## config.mk

```make
export PLATFORM = sky130hd
export DESIGN_NAME = cpic_top
export DESIGN_NICKNAME = d
export VERILOG_FILES = /design/src/rtl/cpic_stack_mem.v /design/src/rtl/cpic_top.v
export VERILOG_INCLUDE_DIRS = /design/src /design/src/rtl
export SDC_FILE = /design/constraint.sdc
export NUM_CORES = 2
export LEC_CHECK = 0
export BUFFER_PORTS_ARGS = -buffer_cell sky130_fd_sc_hd__buf_2
export CAP_MARGIN = 20
export CORE_AREA = 2 2 502 504
export DETAILED_ROUTE_END_ITERATION = 10
export DIE_AREA = 0 0 504 506
export MAX_ROUTING_LAYER = met4
export PLACE_DENSITY = 0.5
export SLEW_MARGIN = 15
export SYNTH_ARGS = -nofsm -noshare
export SYNTH_HDL_FRONTEND = slang
export SYNTH_SLANG_ARGS = --single-unit
```

## constraint.sdc

```tcl
create_clock -name clk -period 7.78 [get_ports clk]
set_clock_uncertainty 0.15 [all_clocks]
set_input_delay 0.778 -clock clk [delete_from_list [all_inputs] [get_ports clk]]
set_output_delay 0.778 -clock clk [all_outputs]
set_load 0.02 [all_outputs]
```

## src/rtl/cpic_defines.vh

```
// constants for the core and peripheral interrupt controller
// How it works
// - seventeen core sources ranked, emulator highest, last user slot lowest.
// - one mask/latch bit per maskable source; vectors 0x20 apart from zero.
// - pending bits ANDed with mask; highest unmasked one is chosen.
// - emulator, reset, power-down ignore mask; disable still blocks power-down.
// - enable and disable instructions switch servicing regardless of mask.
// - servicing is globally disabled after reset.
// - control register holds enable and nesting; nesting lets higher ones preempt.
// - software writes to latch force or cancel pending interrupts.
// - status saved on entry; PC stack 33, loop 8, status 16 deep.
// - stack-level interrupt when PC stack below three or above 28.
// - up to 32 peripheral requests are routed onto core inputs.
// - eight 16-bit route registers, four 4-bit codes each.
// - codes 0x0 to 0xB select user slot of the same index.
// - codes 0xC to 0xF disconnect the source entirely.
// - shared codes OR their sources onto one user slot.
// - after reset no source is tied to any user slot.
`ifndef CPIC_DEFINES_VH
`define CPIC_DEFINES_VH

// =====================================================================
// register indices on the core register port
`define CPIC_ADDR_MASK      4'h0
`define CPIC_ADDR_LATCH     4'h1
`define CPIC_ADDR_CTRL      4'h2
`define CPIC_ADDR_INSVC     4'h3
`define CPIC_ADDR_ROUTE0    4'h4
`define CPIC_ADDR_ROUTE7    4'hB

// =====================================================================
// control register fields
`define CPIC_CTRL_NEST_BIT  0
`define CPIC_CTRL_GIE_BIT   1

// =====================================================================
// latch bit positions
`define CPIC_BIT_RESET      0
`define CPIC_BIT_PDOWN      1
`define CPIC_BIT_STACK      2
`define CPIC_BIT_KERNEL     3
`define CPIC_BIT_USER0      4
`define CPIC_NUM_USER       12

// =====================================================================
// reset values
`define CPIC_MASK_RST       16'h0000
`define CPIC_LATCH_RST      16'h0000
`define CPIC_ROUTE_RST      16'hFFFF
`define CPIC_CODE_LAST_USER 4'hB

// =====================================================================
// vectors and stacks
`define CPIC_VEC_SHIFT      5
`define CPIC_PC_DEPTH       33
`define CPIC_LOOP_DEPTH     8
`define CPIC_STAT_DEPTH     16
`define CPIC_PC_LOW_LIMIT   6'd3
`define CPIC_PC_HIGH_LIMIT  6'd28

`endif

```

## src/rtl/cpic_stack_mem.v

```verilog
// small stack memory with registered read port
`timescale 1ns/1ps
`default_nettype none

module cpic_stack_mem #(
  parameter W  = 24,
  parameter D  = 8,
  parameter AW = 3
) (
  input  wire          clk,
  input  wire          wr_en,
  input  wire [AW-1:0] wr_addr,
  input  wire [W-1:0]  wr_data,
  input  wire [AW-1:0] rd_addr,
  output reg  [W-1:0]  rd_data
);

  reg [W-1:0] mem_reg [0:D-1];

  // =====================================================================
  // write, and read with new-data bypass so a push shows on top at once
  always @(posedge clk) begin
    if (wr_en) begin
      mem_reg[wr_addr] <= wr_data;
    end
    if (wr_en && (wr_addr == rd_addr)) begin
      rd_data <= wr_data;
    end else begin
      rd_data <= mem_reg[rd_addr];
    end
  end

endmodule // cpic_stack_mem

`default_nettype wire

```

## src/rtl/cpic_top.v

```verilog
// core interrupt controller with peripheral route unit
`timescale 1ns/1ps
`default_nettype none
`include "cpic_defines.vh"

module cpic_top (
  input  wire        clk,
  input  wire        rst,
  input  wire [31:0] periph_req,
  input  wire        emu_req,
  input  wire        soft_reset_req,
  input  wire        pdown_req,
  input  wire        kernel_req,
  input  wire        ena_int,
  input  wire        dis_int,
  input  wire        irq_ack,
  input  wire        rti,
  input  wire [23:0] pc_ret,
  input  wire        pc_push,
  input  wire        pc_pop,
  input  wire [23:0] pc_wdata,
  input  wire        loop_push,
  input  wire        loop_pop,
  input  wire [23:0] loop_wdata,
  input  wire [3:0]  reg_addr,
  input  wire        reg_wr,
  input  wire        reg_rd,
  input  wire [15:0] reg_wdata,
  output reg  [15:0] reg_rdata,
  output reg         irq_valid,
  output reg  [3:0]  irq_index,
  output reg  [23:0] irq_vector,
  output reg         emu_irq,
  output wire [23:0] pc_top,
  output wire [23:0] loop_top,
  output reg  [5:0]  pc_count,
  output reg  [3:0]  loop_count,
  output reg  [4:0]  stat_count
);

  // =====================================================================
  // functions
  function [4:0] pick_first;
    input [15:0] v;
    integer i;
    begin
      pick_first = 5'h00;
      for (i = 15; i >= 0; i = i - 1) begin
        if (v[i]) begin
          pick_first = {1'b1, i[3:0]};
        end
      end
    end
  endfunction

  function [15:0] one_hot;
    input [3:0] idx;
    begin
      one_hot = 16'h0001 << idx;
    end
  endfunction

  // one write strobe decode shared by mask, latch and control; route writes use route_hit
  function wr_hit;
    input       wr;
    input [3:0] addr;
    input [3:0] want;
    begin
      wr_hit = wr && (addr == want);
    end
  endfunction

  // =====================================================================
  // state
  reg  [15:0] mask_reg;
  reg  [15:0] mask_next;
  reg  [15:0] latch_reg;
  reg  [15:0] latch_next;
  reg  [15:0] insvc_reg;
  reg  [15:0] insvc_next;
  reg  [15:0] route_reg [0:7];
  reg         nest_reg;
  reg         gie_reg;
  reg         gie_next;
  reg         stack_cond_reg;
  reg  [5:0]  pc_count_next;
  reg  [3:0]  loop_count_next;
  reg  [4:0]  stat_count_next;
  reg  [11:0] user_req;
  reg  [15:0] allow;
  reg  [15:0] set_vec;
  wire [15:0] stat_top;
  wire [3:0]  route_idx_w;
  wire [2:0]  route_idx;
  wire        route_hit;
  wire        ack_take;
  wire        rti_take;
  wire        stack_cond;
  wire [4:0]  isvc_pick;
  wire [15:0] cand;
  wire [4:0]  sel;
  wire        pc_wr;
  wire        loop_wr;
  wire        stat_wr;
  integer     n;
  integer     k;
  // separate loop variables for each process, so none has two drivers
  integer     m;
  integer     r;
  wire        wr_mask;
  wire        wr_latch;
  wire        wr_ctrl;

  assign route_idx_w = reg_addr - `CPIC_ADDR_ROUTE0;
  assign route_idx   = route_idx_w[2:0];
  assign route_hit   = (reg_addr >= `CPIC_ADDR_ROUTE0) &&
                       (reg_addr <= `CPIC_ADDR_ROUTE7);

  // =====================================================================
  // register write decode
  assign wr_mask  = wr_hit(reg_wr, reg_addr, `CPIC_ADDR_MASK);
  assign wr_latch = wr_hit(reg_wr, reg_addr, `CPIC_ADDR_LATCH);
  assign wr_ctrl  = wr_hit(reg_wr, reg_addr, `CPIC_ADDR_CTRL);

  // =====================================================================
  // peripheral routing
  // requests are combined level by level, the latch holds them
  always @* begin
    user_req = 12'h000;
    for (n = 0; n < 32; n = n + 1) begin
      for (k = 0; k < `CPIC_NUM_USER; k = k + 1) begin
        if (route_reg[n / 4][(n % 4) * 4 +: 4] == k[3:0]) begin
          user_req[k] = user_req[k] | periph_req[n];
        end
      end
    end
    // codes above the last user slot match no k, so they drop out
  end

  // =====================================================================
  // sources into the latch
  assign stack_cond = (pc_count < `CPIC_PC_LOW_LIMIT) ||
                      (pc_count > `CPIC_PC_HIGH_LIMIT);

  always @* begin
    set_vec = 16'h0000;
    set_vec[`CPIC_BIT_RESET]  = soft_reset_req;
    set_vec[`CPIC_BIT_PDOWN]  = pdown_req;
    // edge only, else an empty stack would request forever
    set_vec[`CPIC_BIT_STACK]  = stack_cond & ~stack_cond_reg;
    set_vec[`CPIC_BIT_KERNEL] = kernel_req;
    set_vec[15:4]             = user_req;
  end

  // =====================================================================
  // selection
  assign isvc_pick = pick_first(insvc_reg);

  always @* begin
    for (m = 0; m < 16; m = m + 1) begin
      allow[m] = !isvc_pick[4] || (m == 0) ||
                 (nest_reg && (m < isvc_pick[3:0]));
    end
  end

  // reset ignores everything; power-down only the global switch
  assign cand = {latch_reg[15:2] & mask_reg[15:2] & {14{gie_reg}},
                 latch_reg[`CPIC_BIT_PDOWN] & gie_reg,
                 latch_reg[`CPIC_BIT_RESET]};
  assign sel  = pick_first(cand & allow);

  assign ack_take = irq_ack && irq_valid;
  // an entry in the same cycle wins, the return is dropped
  assign rti_take = rti && !ack_take && (insvc_reg != 16'h0000);

  // =====================================================================
  // control next state
  always @* begin
    latch_next = latch_reg;
    if (wr_latch) begin
      latch_next = reg_wdata;
    end
    if (ack_take) begin
      latch_next = latch_next & ~one_hot(irq_index);
    end
    latch_next = latch_next | set_vec; // set beats clear

    mask_next = mask_reg;
    if (wr_mask) begin
      mask_next = reg_wdata;
    end
    if (rti_take && (stat_count != 5'd0)) begin
      mask_next = stat_top;
    end

    insvc_next = insvc_reg;
    if (ack_take) begin
      insvc_next = insvc_reg | one_hot(irq_index);
    end else if (rti_take) begin
      insvc_next = insvc_reg & ~one_hot(isvc_pick[3:0]);
    end

    gie_next = gie_reg;
    if (ena_int) begin
      gie_next = 1'b1;
    end
    if (dis_int) begin
      gie_next = 1'b0;
    end
  end

  // =====================================================================
  // stack pointers, one operation per stack per cycle
  assign pc_wr   = (ack_take || pc_push) && (pc_count < `CPIC_PC_DEPTH);
  assign stat_wr = ack_take && (stat_count < `CPIC_STAT_DEPTH);
  assign loop_wr = loop_push && (loop_count < `CPIC_LOOP_DEPTH);

  always @* begin
    pc_count_next = pc_count;
    if (pc_wr) begin
      pc_count_next = pc_count + 6'd1;
    end else if ((rti_take || pc_pop) && (pc_count != 6'd0)) begin
      pc_count_next = pc_count - 6'd1;
    end
    stat_count_next = stat_count;
    if (stat_wr) begin
      stat_count_next = stat_count + 5'd1;
    end else if (rti_take && (stat_count != 5'd0)) begin
      stat_count_next = stat_count - 5'd1;
    end
    loop_count_next = loop_count;
    if (loop_wr) begin
      loop_count_next = loop_count + 4'd1;
    end else if (loop_pop && (loop_count != 4'd0)) begin
      loop_count_next = loop_count - 4'd1;
    end
  end

  // =====================================================================
  // stack memories
  cpic_stack_mem #(
    .W  (24),
    .D  (`CPIC_PC_DEPTH),
    .AW (6)
  ) u_pc_stack (
    .clk     (clk),
    .wr_en   (pc_wr),
    .wr_addr (pc_count),
    .wr_data (ack_take ? pc_ret : pc_wdata),
    .rd_addr (pc_count_next - 6'd1),
    .rd_data (pc_top)
  );

  cpic_stack_mem #(
    .W  (16),
    .D  (`CPIC_STAT_DEPTH),
    .AW (4)
  ) u_stat_stack (
    .clk     (clk),
    .wr_en   (stat_wr),
    .wr_addr (stat_count[3:0]),
    .wr_data (mask_reg),
    .rd_addr (stat_count_next[3:0] - 4'd1),
    .rd_data (stat_top)
  );

  cpic_stack_mem #(
    .W  (24),
    .D  (`CPIC_LOOP_DEPTH),
    .AW (3)
  ) u_loop_stack (
    .clk     (clk),
    .wr_en   (loop_wr),
    .wr_addr (loop_count[2:0]),
    .wr_data (loop_wdata),
    .rd_addr (loop_count_next[2:0] - 3'd1),
    .rd_data (loop_top)
  );

  // =====================================================================
  // registers
  always @(posedge clk) begin
    if (rst) begin
      mask_reg       <= `CPIC_MASK_RST;
      latch_reg      <= `CPIC_LATCH_RST;
      insvc_reg      <= 16'h0000;
      nest_reg       <= 1'b0;
      gie_reg        <= 1'b0;
      stack_cond_reg <= 1'b1;
      pc_count       <= 6'd0;
      loop_count     <= 4'd0;
      stat_count     <= 5'd0;
      irq_valid      <= 1'b0;
      irq_index      <= 4'h0;
      irq_vector     <= 24'h000000;
      emu_irq        <= 1'b0;
      reg_rdata      <= 16'h0000;
      for (r = 0; r < 8; r = r + 1) begin
        route_reg[r] <= `CPIC_ROUTE_RST;
      end
    end else begin
      mask_reg       <= mask_next;
      latch_reg      <= latch_next;
      insvc_reg      <= insvc_next;
      gie_reg        <= gie_next;
      stack_cond_reg <= stack_cond;
      pc_count       <= pc_count_next;
      loop_count     <= loop_count_next;
      stat_count     <= stat_count_next;
      emu_irq        <= emu_req;
      // drop the request the cycle after an ack, latch is stale then
      irq_valid      <= sel[4] & ~ack_take;
      irq_index      <= sel[3:0];
      irq_vector     <= {20'h00000, sel[3:0]} << `CPIC_VEC_SHIFT;
      if (wr_ctrl) begin
        nest_reg <= reg_wdata[`CPIC_CTRL_NEST_BIT];
      end
      if (reg_wr && route_hit) begin
        route_reg[route_idx] <= reg_wdata;
      end
      if (reg_rd) begin
        case (reg_addr)
          `CPIC_ADDR_MASK:  reg_rdata <= mask_reg;
          `CPIC_ADDR_LATCH: reg_rdata <= latch_reg;
          `CPIC_ADDR_CTRL:  reg_rdata <= {14'h0000, gie_reg, nest_reg};
          `CPIC_ADDR_INSVC: reg_rdata <= insvc_reg;
          default: begin
            if (route_hit) begin
              reg_rdata <= route_reg[route_idx];
            end else begin
              reg_rdata <= 16'h0000;
            end
          end
        endcase
      end
    end
  end

endmodule // cpic_top

`default_nettype wire

```

==> results.yml <==
outcome:
  status: "finished, final reports clean"
synthesis:
  synth-edff-count: 1368
  synth.distinct_cells: 89
  synth_xor_xnor_area_share: 0.00277
  synth_top_family_by_area: "multiplexers"
  synth-seq-cells: 1469
  yosysTopAreaCellShare: 0.660
  syn_area_sq_mm: 0.0622
  synthMuxAreaShare: 0.164
  yosys_warnings: 0
  synthCells: 3535
  yosys-top-cells-area: "edfxtp_1 (66%), mux4_2 (15%), dfxtp_1 (3.2%), a22oi_1 (1.7%), nor2_1 (1.4%)"
  synth-main-ff-cell: "edfxtp_1"
  syn_area_per_cell_sq_um: 17.6
  yosysTopAreaCell: "edfxtp_1"
  synthAdderAreaFrac: 0.00261
  async_flop_share: 0
  synth.most_common_cell: "edfxtp_1"
  synth-simple-area-share: 0.0756
  yosysSeqAreaShare: 0.692
  synth_commonest_cells: "edfxtp_1 (1368), mux4_2 (401), nor2_1 (231), nand2_1 (197), a22oi_1 (139)"
  synth_compound_area_frac: 0.0473
route:
  postRouteAntennaNets: 0
  route.detailed.drc: 0
  wl_per_cell_um: 29.7
  vias_per_cell: 4.91
  vias: 36146
  dr.first_iter.drc_count: 3953
  first_pass_iters: 5
  totalWireLength_mm: 219
worst_hold_path:
  hold_path.startpoint: "loop_wdata[7]"
  hp-class: "in2reg"
  hold_end: "u_loop_stack.mem_reg[2][7]$_DFFE_PP_"
  hold_depth: 1
clock_tree:
  htree_levels: 4
  cts_buffer_depth: 3
  clkLatencyLatePin_ns: 0.85
  clk_pin_slew_worst_paths_ns: 0.06
  cts_sinks: 1469
  cts_buffers: 165
  cts_setup_buffers: 0
  cts_tree: "yes"
  root_buffer: "clkbuf_16"
timing:
  finalCritPeriodShare: 0.669
  hold_violations: 0
  worstMarginPinSlew_ns: 1.14
  hold_ws_ns: 0.116
  fmax_mhz: 192
  fin_crit_ns: 5.21
  maxSlewViolCount: 0
  tns_ns: 0
  rsz0062_at_grt: "false"
  setup_viol: 0
  max_slew_margin: 0.239
critical_path:
  end_kind: "output pin"
  crit_fanout: 59
  path_class: "reg2out"
  worst-r2r-cell-count: 7
  required_ns: 6.85
  ff2ff_setup_slack_ns: 4.08
  critPathArrivalTime_ns: 4.28
  startpoint_type: "flop"
  reg2reg_to: "u_pc_stack.mem_reg[31][8]$_DFFE_PP_"
  r2r_start: "pc_count[0]$_SDFF_PP0_"
finish:
  regArea_sq_mm: 0.0431
  multiInputGateArea_sq_mm: 0.0185
  drive_gt1_frac: 0.294
  fin_cells: 7361
  n_fill_cell: 24853
  largest_register_ffs: 792
  fin_nets: 4024
  syn_to_final_growth_pct: 18.3
power:
  ir_worst_vdd_v: 0.000295
  p_per_area_mw_per_mm2: 306
  p_leak_nw: 23.5
floorplan:
  die-area_sq_mm: 0.255
  rows: 184
  start_util: 0.249
  die_height_um: 506
  die_w_um: 504
  fp.coreArea_sq_mm: 0.250
  io_pins: 249
placement:
  dp_hpwl_mm: 147
  dp.cells: 7031
  port_buffers: 228
  place_congestion: 0.998
global_route:
  grt_first_pass_wirelength_mm: 300
  grt_antenna_before_repair: 12
  grt_start_max_net_pins: 88
  grt_usage: 0.173
  grt_pass1_vias: 36018
  gr-total-overflow: 0
job:
  max_cap_violations: 0
worst max path at each step:
stage	slack (ns)	endpoint	cells after the start	startpoint
floorplan	2.73	u_pc_stack.mem_reg[15][0]$_DFFE_PP_	7	pc_count[0]$_SDFF_PP0_
global placement	2.77	route_reg[7][14]$_SDFFCE_PN1P_	8	reg_addr[2]
detailed placement	2.75	route_reg[7][15]$_SDFFCE_PN1P_	8	reg_addr[2]
CTS	2.41	pc_top[19]	6	flop
global route	2.30	pc_top[19]	6	flop
finish	2.57	pc_top[8]	6	flop
per-layer routing:
metal	GRT usage	share of wire	vias up
met1	0.231	0.43	19237
met2	0.270	0.47	1469
met4	0.0534	0.032	0
met3	0.0287	0.061	352
li1	-	-	15088
met5	-	0	-
cell type report:
| type | count | area share |
|---|---|---|
| diodes | 5 | 0.000170 |
| clock buffers | 199 | 0.0586 |
| clock inverters | 105 | 0.0162 |
| inverters | 29 | 0.00148 |
| multi-input cells | 1863 | 0.252 |
| flip-flops and latches | 1469 | 0.586 |
| well taps | 3348 | 0.0569 |
| repair buffers | 343 | 0.0287 |
timing repair:
action	in CTS	in global routing
resized for setup	0	0
endpoints found under the hold margin	122	0
hold buffers	19	0
worst max-delay path: stages, from the launching register on:
cell,delay [ns]
dfxtp_4,0.98
buf_4,0.78
mux4_2,0.42
mux4_2,0.47
mux2i_1,0.19
o21ai_0,0.27
buf_2,0.28
power breakdown:
group	internal, mW	switching [mW]	leakage [nW]	total [mW]
clock	4.42	3.37	2.66	7.80
sequential	9.03	0.531	13.6	9.56
combinational	2.32	2.85	7.26	5.17
cell usage in the layout (no fill, tap or decap), types with 43 or more instances in the layout:
| master | count |
|---|---|
| a211oi_1 | 58 |
| a21oi_1 | 49 |
| a22oi_1 | 139 |
| buf_2 | 226 |
| buf_4 | 94 |
| clkbuf_16 | 165 |
| dfxtp_1 | 91 |
| edfxtp_1 | 1368 |
| mux2_2 | 62 |
| mux2i_1 | 43 |
| mux4_2 | 401 |
| nand2_1 | 197 |
| nand2b_1 | 65 |
| nor2_1 | 197 |
| nor2b_1 | 66 |
| or2_2 | 68 |
logic make-up after synthesis:
kind of cell,Yosys count
other,1
AND/OR/NAND/NOR,903
AO/OA/AOI/OAI,402
adder cells (fa/ha/maj),13
flip-flops,1469
XOR/XNOR,18
buffers and inverters,222
multiplexers,507
per-stage QoR:
stage / utilization / instance area [sq um] / total power, mW / setup WS (ns)
floorplan: - / 62300 / 13.0 / 2.73
global placement: 0.271 / 67900 / 15.0 / 2.77
detailed placement: 0.271 / 67900 / 15.0 / 2.75
CTS: 0.294 / 73600 / 22.9 / 2.41
global route: 0.294 / 73600 / 23.4 / 2.30
finish: 0.294 / 73600 / 22.5 / 2.57
Power figures use the tool's default switching activity.
